===== src/verilog/cfil_pkg.sv =====
/*
 * Constants and types for the codec fault interrupt logic.
 * Assumes an 8-bit register port with 8-bit addresses.
 */
package cfil_pkg;

   // ==========================================================
   // Register offsets
   localparam logic [7:0] CFIL_OFS_IRQ_CONTROL = 8'h1e;
   localparam logic [7:0] CFIL_OFS_IRQ_MASK_ONE = 8'h1f;
   localparam logic [7:0] CFIL_OFS_IRQ_MASK_TWO = 8'h20;
   localparam logic [7:0] CFIL_OFS_IRQ_FLAGS_ONE = 8'h21;
   localparam logic [7:0] CFIL_OFS_IRQ_FLAGS_TWO = 8'h22;

   // ==========================================================
   // Field positions
   localparam int CFIL_CTRL_MODE_BIT = 7;
   localparam int CFIL_CTRL_POL_HI = 6;
   localparam int CFIL_CTRL_POL_LO = 5;
   localparam int CFIL_TESTMODE_BIT = 7;
   localparam int CFIL_PORT_FMT_BIT = 6;
   localparam int CFIL_CLOCKING_BIT = 5;
   localparam int CFIL_ADC_LO_BIT = 0;
   localparam int CFIL_DAC_LO_BIT = 0;

   // ==========================================================
   // Widths
   localparam int CFIL_REG_W = 8;
   localparam int CFIL_N_ADC = 4;
   localparam int CFIL_N_DAC = 4;
   localparam int CFIL_FMT_W = 2;
   localparam int CFIL_SPEED_W = 2;
   localparam int CFIL_RATIO_W = 3;

   // ==========================================================
   // Reset values and writable bits
   localparam logic [7:0] CFIL_CTRL_RST = 8'h00;
   localparam logic [7:0] CFIL_MASK_ONE_RST = 8'h00;
   localparam logic [7:0] CFIL_MASK_TWO_RST = 8'h00;
   localparam logic [7:0] CFIL_CTRL_USED = 8'he0;
   localparam logic [7:0] CFIL_MASK_ONE_USED = 8'hef;
   localparam logic [7:0] CFIL_MASK_TWO_USED = 8'h0f;
   localparam logic [7:0] CFIL_ZERO = 8'h00;

   // ==========================================================
   // Interrupt pin drive modes
   typedef enum logic [1:0] {
      CFIL_POL_HIGH = 2'b00,
      CFIL_POL_LOW = 2'b01,
      CFIL_POL_LOW_OD = 2'b10,
      CFIL_POL_RSVD = 2'b11
   } cfil_pol_e;

endpackage


===== src/verilog/cfil_cfg_if.sv =====
/*
 * Carries the serial port and clocking configuration to the fault detector.
 * Assumes one clock domain; the top drives, the detector samples.
 */
`timescale 1ns/100ps
interface cfil_cfg_if;
   import cfil_pkg::*;

   logic [CFIL_FMT_W-1:0] serial_format_select;
   logic [CFIL_SPEED_W-1:0] speed_range;
   logic clock_master_select;
   logic [CFIL_RATIO_W-1:0] clock_ratio;
   logic [CFIL_N_ADC-1:0] adc_powerdown;
   logic [CFIL_N_DAC-1:0] dac_powerdown;

   modport src (
      output serial_format_select, speed_range, clock_master_select,
      output clock_ratio, adc_powerdown, dac_powerdown
   );
   modport det (
      input serial_format_select, speed_range, clock_master_select,
      input clock_ratio, adc_powerdown, dac_powerdown
   );
endinterface


===== src/verilog/cfil_top.sv =====
/*
 * Codec fault interrupt logic: sticky fault flags, masks, interrupt pin.
 * Assumes a parallel register port decoded from the control port, with
 * one-cycle read and write strobes, and event inputs synchronous to the
 * core clock. A read of a flag register returns and clears it, and in
 * mode 0 also masks what it returned.
 * The reserved pin drive code releases the pin. An event that lands in
 * the cycle of a clearing read keeps its flag. Writes to the flag
 * registers, to reserved bits and to unmapped offsets are ignored;
 * unmapped reads return zero. Configuration seen in the first cycle
 * after reset is taken as the baseline, not as a fault.
 */
// How it works
// - Mode 0: reading set flag sets mask
// - Mode 1: reading flags leaves masks alone
// - Pin drive: high, low, low open-drain
// - Test-mode entry write raises test-mode fault
// - Format, speed, master change while powered: port fault
// - Slave ratio change raises port and clock fault
// - Master ratio change raises no fault
// - Mask 0 passes event, 1 blocks it
// - Mask one: test, port, clock, ADC bits
// - Mask two: DAC clip bits 3..0
// - Flags one read only, mask layout, sticky
// - Port fault flag sticky until cleared
// - Clock fault flag sticky until cleared
// - ADC overflow flags sticky until cleared
// - Flags two: sticky DAC clip bits
`timescale 1ns/100ps
module cfil_top (
   input wire logic CORE_CLK_I,
   input wire logic SRST_I,
   input wire logic [7:0] REG_ADDR_I,
   input wire logic REG_WR_I,
   input wire logic REG_RD_I,
   input wire logic [7:0] REG_WDATA_I,
   output logic [7:0] REG_RDATA_O,
   input wire logic [cfil_pkg::CFIL_FMT_W-1:0] SERIAL_FORMAT_SELECT_I,
   input wire logic [cfil_pkg::CFIL_SPEED_W-1:0] SPEED_RANGE_I,
   input wire logic CLOCK_MASTER_SELECT_I,
   input wire logic [cfil_pkg::CFIL_RATIO_W-1:0] CLOCK_RATIO_I,
   input wire logic [cfil_pkg::CFIL_N_ADC-1:0] ADC_POWERDOWN_I,
   input wire logic [cfil_pkg::CFIL_N_DAC-1:0] DAC_POWERDOWN_I,
   input wire logic TESTMODE_ENTRY_I,
   input wire logic [cfil_pkg::CFIL_N_ADC-1:0] ADC_OVERFLOW_I,
   input wire logic [cfil_pkg::CFIL_N_DAC-1:0] DAC_CLIP_I,
   output logic IRQ_PIN_O,
   output logic IRQ_PIN_OE_O
);
   import cfil_pkg::*;

   // ==========================================================
   // Declarations
   cfil_cfg_if cfg ();

   logic [7:0] ctrl_r;
   logic [7:0] ctrl_nxt;
   logic [7:0] mask_one_r;
   logic [7:0] mask_one_nxt;
   logic [7:0] mask_two_r;
   logic [7:0] mask_two_nxt;
   logic [7:0] rdata_r;
   logic [7:0] rdata_nxt;
   logic irq_pin_r;
   logic irq_pin_nxt;
   logic irq_oe_r;
   logic irq_oe_nxt;

   logic port_fault;
   logic clock_fault;
   logic [7:0] set_one;
   logic [CFIL_N_DAC-1:0] set_two;
   logic [7:0] flags_one;
   logic [CFIL_N_DAC-1:0] flags_two;
   logic [7:0] flags_two_word;
   logic rd_flags_one;
   logic rd_flags_two;
   logic auto_mask;
   logic irq_active;
   logic [7:0] pend_one;
   logic [7:0] pend_two;
   cfil_pol_e pol;

   // ==========================================================
   // Configuration to the fault detector
   assign cfg.serial_format_select = SERIAL_FORMAT_SELECT_I;
   assign cfg.speed_range = SPEED_RANGE_I;
   assign cfg.clock_master_select = CLOCK_MASTER_SELECT_I;
   assign cfg.clock_ratio = CLOCK_RATIO_I;
   assign cfg.adc_powerdown = ADC_POWERDOWN_I;
   assign cfg.dac_powerdown = DAC_POWERDOWN_I;

   cfil_fault_det u_det (
      .clk_i(CORE_CLK_I),
      .srst_i(SRST_I),
      .cfg(cfg.det),
      .port_fault_o(port_fault),
      .clock_fault_o(clock_fault)
   );

   // ==========================================================
   // Event gathering
   always_comb begin
      set_one = CFIL_ZERO;
      set_one[CFIL_TESTMODE_BIT] = TESTMODE_ENTRY_I;
      set_one[CFIL_PORT_FMT_BIT] = port_fault;
      set_one[CFIL_CLOCKING_BIT] = clock_fault;
      set_one[CFIL_ADC_LO_BIT +: CFIL_N_ADC] = ADC_OVERFLOW_I;
      set_two = DAC_CLIP_I;
   end

   // ==========================================================
   // Read strobes
   always_comb begin
      rd_flags_one = REG_RD_I & (REG_ADDR_I == CFIL_OFS_IRQ_FLAGS_ONE);
      rd_flags_two = REG_RD_I & (REG_ADDR_I == CFIL_OFS_IRQ_FLAGS_TWO);
      auto_mask = ~ctrl_r[CFIL_CTRL_MODE_BIT];
   end

   // ==========================================================
   // Sticky flag banks
   cfil_sticky #(
      .W(CFIL_REG_W)
   ) u_flags_one (
      .clk_i(CORE_CLK_I),
      .srst_i(SRST_I),
      .set_i(set_one),
      .clr_i(rd_flags_one),
      .flags_o(flags_one)
   );

   cfil_sticky #(
      .W(CFIL_N_DAC)
   ) u_flags_two (
      .clk_i(CORE_CLK_I),
      .srst_i(SRST_I),
      .set_i(set_two),
      .clr_i(rd_flags_two),
      .flags_o(flags_two)
   );

   always_comb begin
      flags_two_word = CFIL_ZERO;
      flags_two_word[CFIL_DAC_LO_BIT +: CFIL_N_DAC] = flags_two;
   end

   // ==========================================================
   // Control and mask registers
   always_comb begin
      ctrl_nxt = ctrl_r;
      mask_one_nxt = mask_one_r;
      mask_two_nxt = mask_two_r;
      if (REG_WR_I) begin
         case (REG_ADDR_I)
            CFIL_OFS_IRQ_CONTROL: begin
               ctrl_nxt = REG_WDATA_I & CFIL_CTRL_USED;
            end
            CFIL_OFS_IRQ_MASK_ONE: begin
               mask_one_nxt = REG_WDATA_I & CFIL_MASK_ONE_USED;
            end
            CFIL_OFS_IRQ_MASK_TWO: begin
               mask_two_nxt = REG_WDATA_I & CFIL_MASK_TWO_USED;
            end
            default: begin
               ctrl_nxt = ctrl_r;
            end
         endcase
      end
      // Flags seen by the host mask themselves in mode 0
      if (rd_flags_one && auto_mask) begin
         mask_one_nxt = mask_one_nxt | (flags_one & CFIL_MASK_ONE_USED);
      end
      if (rd_flags_two && auto_mask) begin
         mask_two_nxt = mask_two_nxt | flags_two_word;
      end
   end

   always_ff @(posedge CORE_CLK_I) begin
      if (SRST_I) begin
         ctrl_r <= CFIL_CTRL_RST;
         mask_one_r <= CFIL_MASK_ONE_RST;
         mask_two_r <= CFIL_MASK_TWO_RST;
      end else begin
         ctrl_r <= ctrl_nxt;
         mask_one_r <= mask_one_nxt;
         mask_two_r <= mask_two_nxt;
      end
   end

   // ==========================================================
   // Read data
   always_comb begin
      rdata_nxt = rdata_r;
      if (REG_RD_I) begin
         case (REG_ADDR_I)
            CFIL_OFS_IRQ_CONTROL: begin
               rdata_nxt = ctrl_r;
            end
            CFIL_OFS_IRQ_MASK_ONE: begin
               rdata_nxt = mask_one_r;
            end
            CFIL_OFS_IRQ_MASK_TWO: begin
               rdata_nxt = mask_two_r;
            end
            CFIL_OFS_IRQ_FLAGS_ONE: begin
               rdata_nxt = flags_one;
            end
            CFIL_OFS_IRQ_FLAGS_TWO: begin
               rdata_nxt = flags_two_word;
            end
            default: begin
               rdata_nxt = CFIL_ZERO;
            end
         endcase
      end
   end

   always_ff @(posedge CORE_CLK_I) begin
      if (SRST_I) begin
         rdata_r <= CFIL_ZERO;
      end else begin
         rdata_r <= rdata_nxt;
      end
   end

   // ==========================================================
   // Per-bit interrupt sources
   for (genvar i = 0; i < CFIL_REG_W; i++) begin : g_src
      always_comb begin
         // A set flag counts only while its mask bit is 0
         pend_one[i] = flags_one[i] & ~mask_one_r[i] & CFIL_MASK_ONE_USED[i];
         pend_two[i] = flags_two_word[i] & ~mask_two_r[i] & CFIL_MASK_TWO_USED[i];
      end
   end

   // ==========================================================
   // Interrupt pin
   always_comb begin
      irq_active = (|pend_one) | (|pend_two);
      pol = cfil_pol_e'(ctrl_r[CFIL_CTRL_POL_HI:CFIL_CTRL_POL_LO]);
      case (pol)
         CFIL_POL_HIGH: begin
            irq_pin_nxt = irq_active;
            irq_oe_nxt = 1'b1;
         end
         CFIL_POL_LOW: begin
            irq_pin_nxt = ~irq_active;
            irq_oe_nxt = 1'b1;
         end
         CFIL_POL_LOW_OD: begin
            irq_pin_nxt = 1'b0;
            irq_oe_nxt = irq_active;
         end
         default: begin
            irq_pin_nxt = 1'b0;
            irq_oe_nxt = 1'b0;
         end
      endcase
   end

   always_ff @(posedge CORE_CLK_I) begin
      if (SRST_I) begin
         irq_pin_r <= 1'b0;
         irq_oe_r <= 1'b1;
      end else begin
         irq_pin_r <= irq_pin_nxt;
         irq_oe_r <= irq_oe_nxt;
      end
   end

   // ==========================================================
   // Outputs
   assign REG_RDATA_O = rdata_r;
   assign IRQ_PIN_O = irq_pin_r;
   assign IRQ_PIN_OE_O = irq_oe_r;
endmodule


===== src/verilog/cfil_sticky.sv =====
/*
 * Bank of sticky flags: set by events, cleared by a clear strobe.
 * Assumes set and clear are synchronous to clk_i; set wins.
 */
`timescale 1ns/100ps
module cfil_sticky #(
   parameter int W = 8
) (
   input wire logic clk_i,
   input wire logic srst_i,
   input wire logic [W-1:0] set_i,
   input wire logic clr_i,
   output logic [W-1:0] flags_o
);
   import cfil_pkg::*;

   logic [W-1:0] flags_r;
   logic [W-1:0] flags_nxt;

   // ==========================================================
   // Per-bit next value
   for (genvar i = 0; i < W; i++) begin : g_bit
      always_comb begin
         flags_nxt[i] = set_i[i] | (flags_r[i] & ~clr_i);
      end
   end

   always_ff @(posedge clk_i) begin
      if (srst_i) begin
         flags_r <= '0;
      end else begin
         flags_r <= flags_nxt;
      end
   end

   assign flags_o = flags_r;
endmodule


===== src/verilog/cfil_fault_det.sv =====
/*
 * Spots configuration changes made while the converters are powered up.
 * Assumes configuration inputs are synchronous to clk_i.
 */
`timescale 1ns/100ps
module cfil_fault_det (
   input wire logic clk_i,
   input wire logic srst_i,
   cfil_cfg_if.det cfg,
   output logic port_fault_o,
   output logic clock_fault_o
);
   import cfil_pkg::*;

   localparam int CFG_W = CFIL_FMT_W + CFIL_SPEED_W + 1;

   logic [CFG_W-1:0] cfg_now;
   logic [CFG_W-1:0] cfg_r;
   logic [CFG_W-1:0] cfg_nxt;
   logic [CFIL_RATIO_W-1:0] ratio_r;
   logic [CFIL_RATIO_W-1:0] ratio_nxt;
   logic seen_r;
   logic seen_nxt;
   logic live;
   logic ratio_move;

   // ==========================================================
   // Change detection
   always_comb begin
      cfg_now = {cfg.serial_format_select, cfg.speed_range, cfg.clock_master_select};
      cfg_nxt = cfg_now;
      ratio_nxt = cfg.clock_ratio;
      seen_nxt = 1'b1;
      live = ~(&{cfg.adc_powerdown, cfg.dac_powerdown});
      // Ratio only moves the slave; a master follows its own clock
      ratio_move = seen_r & ~cfg.clock_master_select & (ratio_r != cfg.clock_ratio);
      port_fault_o = live & ((seen_r & (cfg_r != cfg_now)) | ratio_move);
      clock_fault_o = live & ratio_move;
   end

   always_ff @(posedge clk_i) begin
      if (srst_i) begin
         cfg_r <= '0;
         ratio_r <= '0;
         seen_r <= 1'b0;
      end else begin
         cfg_r <= cfg_nxt;
         ratio_r <= ratio_nxt;
         seen_r <= seen_nxt;
      end
   end
endmodule


===== config.mk =====
export PLATFORM = sky130hd
export DESIGN_NAME = cfil_top
export DESIGN_NICKNAME = d
export VERILOG_FILES = /design/src/verilog/cfil_pkg.sv /design/src/verilog/cfil_cfg_if.sv /design/src/verilog/cfil_top.sv /design/src/verilog/cfil_sticky.sv /design/src/verilog/cfil_fault_det.sv
export SDC_FILE = /design/constraint.sdc
export NUM_CORES = 1
export LEC_CHECK = 0
export ABC_AREA = 1
export BUFFER_PORTS_ARGS = -buffer_cell sky130_fd_sc_hd__buf_2
export CELL_PAD_IN_SITES_DETAIL_PLACEMENT = 1
export CELL_PAD_IN_SITES_GLOBAL_PLACEMENT = 2
export CORE_MARGIN = 4
export CORE_UTILIZATION = 25
export CTS_BUF_LIST = sky130_fd_sc_hd__clkbuf_16
export DETAILED_ROUTE_END_ITERATION = 12
export MAX_ROUTING_LAYER = met4
export PLACE_DENSITY = 0.84
export SYNTH_ARGS = -nofsm -noshare
export SYNTH_HDL_FRONTEND = slang
export SYNTH_SLANG_ARGS = --single-unit

===== constraint.sdc =====
create_clock -name CORE_CLK_I -period 1.05 [get_ports CORE_CLK_I]
set_clock_uncertainty 0.2 [all_clocks]
set_input_delay 0 -clock CORE_CLK_I [delete_from_list [all_inputs] [get_ports CORE_CLK_I]]
set_output_delay 0 -clock CORE_CLK_I [all_outputs]
set_load 0.05 [all_outputs]

Word-level counts from Yosys, hierarchy flattened
Cells that the tools add are included.

Bits in registers: 50. Output and inout bits: 10. Input port bits: 45.

Reductions and logical operators: 8. Equality and inequality tests: 9. Mux-type cells: 10. Bitwise operators: 62.

Operator list (number): two-way mux 8 bit (6); one-hot mux 8 bit (5 select lines) (1); bitwise AND 1 bit (30); equality test 8 x 6 -> 1 bit (second input constant) (3); NOT 1 bit (17); equality test 8 x 5 -> 1 bit (second input constant) (2); bitwise OR 1 bit (13); bitwise OR 8 x 4 -> 8 bit (1); bitwise OR 8 bit (1); AND reduction 8 bit (1); OR reduction 7 bit (1); inequality test 5 bit (1); one-hot mux 1 bit (2 select lines) (2); OR reduction 4 bit (1); inequality test 3 bit (1); equality test 2 x 1 -> 1 bit (second input constant) (1); equality test 2 bit (second input constant) (1); logical AND 1 bit (2); zero test 2 bit (1); AND reduction 2 bit (1); OR reduction 2 bit (1); two-way mux 1 bit (1).

Longest topological paths before layout
Gate-level depths: netlist of run 1.

Word-level depth: 6. Gate-level depth with buffers: 10. Gate-level depth less buffers: 9.

Modules after synthesis
Synthesis of run 1 repeated with hierarchy kept, for this count alone.

Cell total of the unflattened synthesis: 335. Area total of the unflattened synthesis: 2280.9 um^2.

By module, submodules not included: cfil_top (instances 1, area each 1452.6 um^2, cells each 216); cfil_fault_det (instances 1, area each 425.4 um^2, cells each 68); cfil_sticky (u_flags_one) (instances 1, area each 269.0 um^2, cells each 34); cfil_sticky (u_flags_two) (instances 1, area each 133.9 um^2, cells each 17).

Worst setup path after synthesis of run 1
Ideal clock, no wire load.

Path type: input port to flip-flop. From: input port REG_ADDR_I[3]. To: register mask_two_r[0]. Stages on the path: 6. Library setup time: 134 ps. Data arrival time: 840 ps. Path slack: -123 ps. Buffers on the path: 0. Cell sequence: inv_1 -> nand2_2 -> nor2_1 -> nand3_1 -> o21ai_0 -> a21oi_1.

Word-level cells in the longest chain between the ends: 5.

RTL lines: start: declaration (RTL line cfil_top.sv:33) `input wire logic [7:0] REG_ADDR_I,`; equality test 8 x 6 -> 1 bit (RTL line cfil_top.sv:154) `case (REG_ADDR_I)`; two-way mux 8 bit (RTL line cfil_top.sv:154); two-way mux 8 bit (RTL line cfil_top.sv:153) `if (REG_WR_I) begin`; bitwise OR 8 x 4 -> 8 bit (RTL line cfil_top.sv:174) `mask_two_nxt = mask_two_nxt | flags_two_word;`; two-way mux 8 bit (*) (RTL line cfil_top.sv:173) `if (rd_flags_two && auto_mask) begin`; end signal: assignment (RTL line cfil_top.sv:186) `mask_two_r <= mask_two_nxt;`; end: declaration (RTL line cfil_top.sv:60) `logic [7:0] mask_two_r;`.

Mark *: on every way between the ends. The rest lies on a longest branch, timed or not. A chain may end at the register's enable or synchronous reset.

Final worst setup path of run 1
From: register mask_one_r[3]. To: register irq_oe_r, in the netlist IRQ_PIN_OE_O.

Word-level cells in the longest chain between the ends: 5.

RTL lines: start: declaration (RTL line cfil_top.sv:58) `logic [7:0] mask_one_r;`; start signal: assignment (RTL line cfil_top.sv:185) `mask_one_r <= mask_one_nxt;`; NOT 1 bit (RTL line cfil_top.sv:231) `pend_one[i] = flags_one[i] & ~mask_one_r[i] & CFIL_MASK_ONE_USED[i];`; bitwise AND 1 bit (RTL line cfil_top.sv:231); OR reduction 7 bit (RTL line cfil_top.sv:239) `irq_active = (|pend_one) | (|pend_two);`; bitwise OR 1 bit (RTL line cfil_top.sv:239); one-hot mux 1 bit (2 select lines) (RTL line cfil_top.sv:241) `case (pol)`; end signal: assignment (RTL line cfil_top.sv:267) `irq_oe_r <= irq_oe_nxt;`; end: declaration (RTL line cfil_top.sv:66) `logic irq_oe_r;`.

Every way passes these cells.

==> run summary, run 1 <==
Status: finished, violations left
Failing checks: hold timing, setup timing
Worst Max-Slew Pin Slew: 0.320 ns
Hold depth: 2
CP endpoint kind: flop
FF-to-FF path depth: 7
Pwr dens: 1150 nW/um2
Register area share after synthesis: 42.0%
Leak Pwr: 0.00171 uW
Final layout net count: 479
Overall Global Routing Usage: 15.7%
Antenna violations before repair: 0
Final Hold Fails: 19
Starting density of the core: 25.9%
Diodes inserted: 0
Die width: 101 um
Synthesized cell area: 2150 um2
CTS root buf: clkbuf_16
# fillers: 1013
Area Overhead vs Synth: 80.7%
Setup violators final: 17
Final Routed Wirelength: 7940 um
Worst setup margin: -0.150 ns
CTS tree: yes
Port bufs: 53
Clk buf depth: 2
# DRC: 0
Synthesized area per cell: 6.99 um2
Crit start category: flop
Vias/cell: 4.57
Final period utilization: 114%
Die Y: 101 um
Post-DRT Antenna Nets: 0
Io pins: 55
Worst VDD drop: 0.827 mV
First-pass GRT wire length: 12400 um
Largest net degree at the start of global routing: 33
Crit-path max FO: 2
TritonCTS Sinks: 45
Synth cell types: 24
Clock Latency Late Sink: 0.28 ns
Final min period: 1.20 ns
Gr ovfl total: 0
Ys Warns: 0
Max-slew headroom: 78.6%
Die ar.: 10100 um2
Syn_nets: 352
Hold Path Class: in2reg
Initial DRC count: 59
Gpl congestion: 0.868
Core Util, Final: 46.7%
Layout cells sized above 1: 56.3%
Core area: 8300 um2
RSZ-0062 raised after global routing: yes
H-tree Lvls: 2
Max Slew Vio Count: 0
Number of synthesized register bits: 45
Critical path class: reg2reg
Clk slew on worst S/H paths: 0.06 ns
Hpwl dp: 5400 um
Max Cap Violations: 0
Wirelength per Cell: 14.7 um
FMAX: 833 MHz
Vias in the first global route: 2578
WHS: -0.198 ns
Required time worst endpoint: 1.02 ns
Post-synthesis cell count: 307
First-pass DRT Iterations: 4
Number of CTS-inserted buffers: 5
Cell Rows: 33
CP arrival: 1.17 ns
Routed vias: 2466
[final cells by class]
type	count	area [um2]	share of cell area, %
Inverter	41	176	4.55
Tap cell	105	131	3.39
Timing Repair Buffer	127	1020	26.3
Clock inverter	3	65.1	1.68
Sequential cell	45	942	24.3
Multi-Input combinational cell	214	1420	36.5
Clock buffer	5	125	3.23
[Yosys cell counts]
library cell | number | area share, %
nand2_8 | 1 | 0.93
a21oi_2 | 3 | 1.2
nand2_1 | 68 | 12
nor2_8 | 1 | 0.93
nand4_1 | 4 | 1.2
nor3_1 | 1 | 0.23
nand3b_1 | 1 | 0.35
nor2_1 | 31 | 5.4
a21oi_1 | 29 | 6.8
nor2_4 | 4 | 2.1
nand2_2 | 2 | 0.58
clkbuf_1 | 4 | 0.70
inv_2 | 3 | 0.52
xnor2_1 | 4 | 1.6
buf_6 | 1 | 0.52
inv_1 | 38 | 6.6
and2_1 | 2 | 0.58
a31oi_1 | 2 | 0.58
o21ai_0 | 17 | 4.0
xor2_1 | 3 | 1.2
o22ai_1 | 1 | 0.29
nand3_1 | 39 | 9.1
buf_2 | 3 | 0.70
dfxtp_1 | 45 | 42
[state kept, by name, summed over array words and instances, names as in the netlist]
name                 flops
REG_RDATA_O              8
u_det.ratio_r            3
mask_one_r               7
ctrl_r                   3
u_det.cfg_r              5
IRQ_PIN_O                1
u_det.seen_r             1
mask_two_r               4
u_flags_two.flags_o      4
u_flags_one.flags_o      8
IRQ_PIN_OE_O             1
[power by group]
part / total [uW] / switching (uW) / internal (uW)
Clock: 2010 / 647 / 1360
Sequential: 1800 / 35.3 / 1770
Combinational: 642 / 327 / 314
[per-layer routing]
metal / part of all wire, % / global-route usage [%] / up-vias
met1: 44 / 19.2 / 1181
met2: 52 / 26.9 / 37
li1: - / - / 1242
met4: 0.93 / 4.25 / 0
met3: 2.7 / 2.49 / 6
met5: 0 / - / -
[placed cells by master, fill, tap and decap left out, drive strengths merged]
master,netlist,final
a21oi,32,32
a31oi,2,2
and2,2,2
buf,4,103
bufinv,0,2
clkbuf,4,5
clkinv,0,1
dfxtp,45,45
dlygate4sd3,0,24
inv,41,41
nand2,71,71
nand3,39,39
nand3b,1,1
nand4,4,4
nor2,36,37
nor3,1,1
o21ai,17,17
o22ai,1,1
xnor2,4,4
xor2,3,3
[critical path: stages (launching register included)]
cell     delay, ns
dfxtp_2       0.34
inv_2         0.04
nand2_1       0.05
nand2_1       0.06
nor3_2        0.15
nand3_1       0.10
nand2_1       0.09
nand3_1       0.06
[worst paths after layout]
kind	slack [ns]	endpoint	from
hold / removal	-0.20	u_flags_one.flags_o[5]	SRST_I
setup / recovery	-0.15	IRQ_PIN_OE_O	mask_one_r[3]
setup reg to reg	-0.15	IRQ_PIN_OE_O	mask_one_r[3]
hold reg to reg	0.25	IRQ_PIN_OE_O	ctrl_r[6]
[kinds of logic after synthesis]
group	synth area share, %
buffers and inverters	9.09
AOI/OAI and AO/OA	12.8
and+or+nand+nor	33.3
xor gates and xnor gates	2.86
DFF	42.0
[timing repair]
| action | CTS | global route |
|---|---|---|
| hold buffers | 25 | 1 |
| gates cloned | 1 | 0 |
| pin swaps | 38 | 41 |
| setup endpoints to repair | 32 | 41 |
| setup buffers | 2 | 8 |
| endpoints found under the hold margin | 40 | 16 |
| resized for setup | 84 | 75 |
[stage by stage]
step                TNS, ns  std cells  worst slack (ns)  area (um2)  total power, uW
CTS                   -4.50        535            -0.157        3570             4450
floorplan            -0.947        307           -0.0872        2200             2040
detailed placement    -9.08        499            -0.421        2880             2290
finish               -0.782        540            -0.150        3880             4450
global route          -2.47        540            -0.251        3880             4650
global placement      -8.19        499            -0.360        2880             2270
Power figures use the tool's default switching activity.
==> inputs of run 2 (changes only) <==
--- a/config.mk
+++ b/config.mk
@@ -14,4 +14,5 @@
 export CTS_BUF_LIST = sky130_fd_sc_hd__clkbuf_16
 export DETAILED_ROUTE_END_ITERATION = 12
+export HOLD_SLACK_MARGIN = 0.02
 export MAX_ROUTING_LAYER = met4
 export PLACE_DENSITY = 0.84
==> constraint.sdc (replaced) <==
create_clock -name CORE_CLK_I -period 1.05 [get_ports CORE_CLK_I]
set_clock_uncertainty 0.2 [all_clocks]
set_input_delay 0.1575 -clock CORE_CLK_I [delete_from_list [all_inputs] [get_ports CORE_CLK_I]]
set_output_delay 0.1575 -clock CORE_CLK_I [all_outputs]
set_load 0.05 [all_outputs]
==> run 2 against run 1 <==
  * The run still ends with hold timing, setup timing left
  * Via count rose by 5.7%
  * Register-to-register slack got worse by 0.04 ns
  * Sequential share of layout area is 1.8 points lower
==> run summary, run 2 (synthesized netlist as in run 1, its figures left out) <==
Status: finished, violations left
Failing checks: hold timing, setup timing
Die width: 101 um
WHS: -0.0172 ns
CTS tree: yes
Routed vias: 2606
RSZ-0062 raised after global routing: yes
TritonCTS Sinks: 45
Overall Global Routing Usage: 17.2%
Final layout net count: 494
Area Overhead vs Synth: 94.3%
Max Slew Vio Count: 0
First-pass GRT wire length: 13200 um
Die ar.: 10100 um2
# hold bufs at CTS: 21
Vias/cell: 4.70
Hold depth: 3
# fillers: 972
Setup violators final: 37
Starting density of the core: 25.9%
Final Hold Fails: 3
Crit start category: flop
Required time worst endpoint: 1.03 ns
Hpwl dp: 5530 um
Crit Reg-Reg Endpoint: IRQ_PIN_OE_O
Clock Latency Late Sink: 0.30 ns
FF/Latch Area: 937 um2
CP endpoint kind: flop
Gpl congestion: 0.882
Hold Path Class: in2reg
CP arrival: 1.22 ns
Initial DRC count: 100
Max-slew headroom: 81.2%
Largest net degree at the start of global routing: 22
Antenna violations before repair: 0
Wirelength per Cell: 16.2 um
Gr ovfl total: 0
Most frequent cells in the layout: nand2_1, buf_2, buf_4
Diodes inserted: 0
Pwr dens: 1120 nW/um2
Number of CTS-inserted buffers: 5
Post-DRT Antenna Nets: 0
Area occupied by multi-input gates: 1510 um2
Worst setup margin: -0.194 ns
Final period utilization: 118%
Tot Pwr: 4660 uW
Cell Rows: 33
Commonest non-fill, non-tap cell in the layout: nand2_1
Hold Path Sink: mask_two_r[0]
Port bufs: 53
H-tree Lvls: 2
Clk slew on worst S/H paths: 0.07 ns
Max Cap Violations: 0
Io pins: 55
Worst VDD drop: 0.546 mV
Layout cells sized above 1: 62.0%
Worst r2r src: mask_two_r[0]
Crit-path max FO: 2
R2r setup slk: -0.19 ns
Critical path class: reg2reg
Vias in the first global route: 2725
Leak Pwr: 0.00184 uW
FMAX: 804 MHz
CTS root buf: clkbuf_16
Clk buf depth: 2
Worst Max-Slew Pin Slew: 0.282 ns
FF-to-FF path depth: 7
Final Routed Wirelength: 8970 um
First-pass DRT Iterations: 4
# DRC: 0
Core Util, Final: 50.3%
Final min period: 1.24 ns
Hold path startpoint: REG_WDATA_I[0]
Core area: 8300 um2
Die Y: 101 um
[run 2: how the worst max path moves through the flow]
stage | from | endpoint | slack [ns] | cells after the start
global route | mask_two_r[1] | IRQ_PIN_OE_O | -0.26 | 7
finish | mask_two_r[0] | IRQ_PIN_OE_O | -0.19 | 7
CTS | mask_two_r[0] | IRQ_PIN_OE_O | -0.15 | 7
global placement | REG_ADDR_I[7] | mask_one_r[5] | -0.49 | 10
detailed placement | REG_ADDR_I[7] | mask_one_r[2] | -0.55 | 10
floorplan | REG_ADDR_I[7] | mask_one_r[5] | -0.24 | 9
[run 2: metal layers]
metal / track usage, % / vias to the layer above / wire length, um
met5: - / - / 0
met4: 5.60 / 0 / 191
met3: 2.56 / 15 / 310
met2: 28.2 / 58 / 4580
met1: 21.6 / 1254 / 3880
li1: - / 1279 / -
[run 2: what timing repair did]
| action | in CTS | in global routing |
|---|---|---|
| pin swaps | 41 | 45 |
| endpoints found under the setup margin | 45 | 46 |
| endpoints found under the hold margin | 25 | 3 |
| setup buffers | 15 | 11 |
| gates resized for setup | 127 | 87 |
| gates cloned | 2 | 0 |
[run 2: critical path, cell delays in order, from the launching register on]
cell     delay, ns
dfxtp_2       0.35
inv_2         0.05
nand2_2       0.06
nand2_2       0.07
nor2_4        0.16
nand3_2       0.09
nand2_2       0.09
nand3_1       0.06
[run 2: where the power goes]
part           switching [uW]  internal, uW  total (uW)
clock network             759          1370        2130
registers                38.3          1760        1800
logic                     372           354         727
[run 2: per-stage QoR]
| step | instance area (um2) | cells | hold slack, ns | setup TNS (ns) | setup slack (ns) |
|---|---|---|---|---|---|
| 2_1_floorplan | 2200 | 307 | 0.0518 | -5.49 | -0.244 |
| 3_3_place_gp | 2890 | 501 | 0.166 | -12.83 | -0.494 |
| 3_5_place_dp | 2890 | 501 | 0.172 | -13.99 | -0.551 |
| 4_1_cts | 3810 | 545 | -0.0111 | -2.41 | -0.153 |
| 5_1_grt | 4170 | 555 | -0.00522 | -5.46 | -0.255 |
| 6_report | 4170 | 555 | -0.0172 | -3.23 | -0.194 |
[run 2: final cells by class]
cell class / count / share of cell area [%]
inverters: 41 / 4.11
clock buffers: 5 / 3.00
well taps: 105 / 3.15
multi-input cells: 215 / 36.2
clock inverters: 3 / 1.65
flip-flops and latches: 45 / 22.5
repair buffers: 141 / 29.4
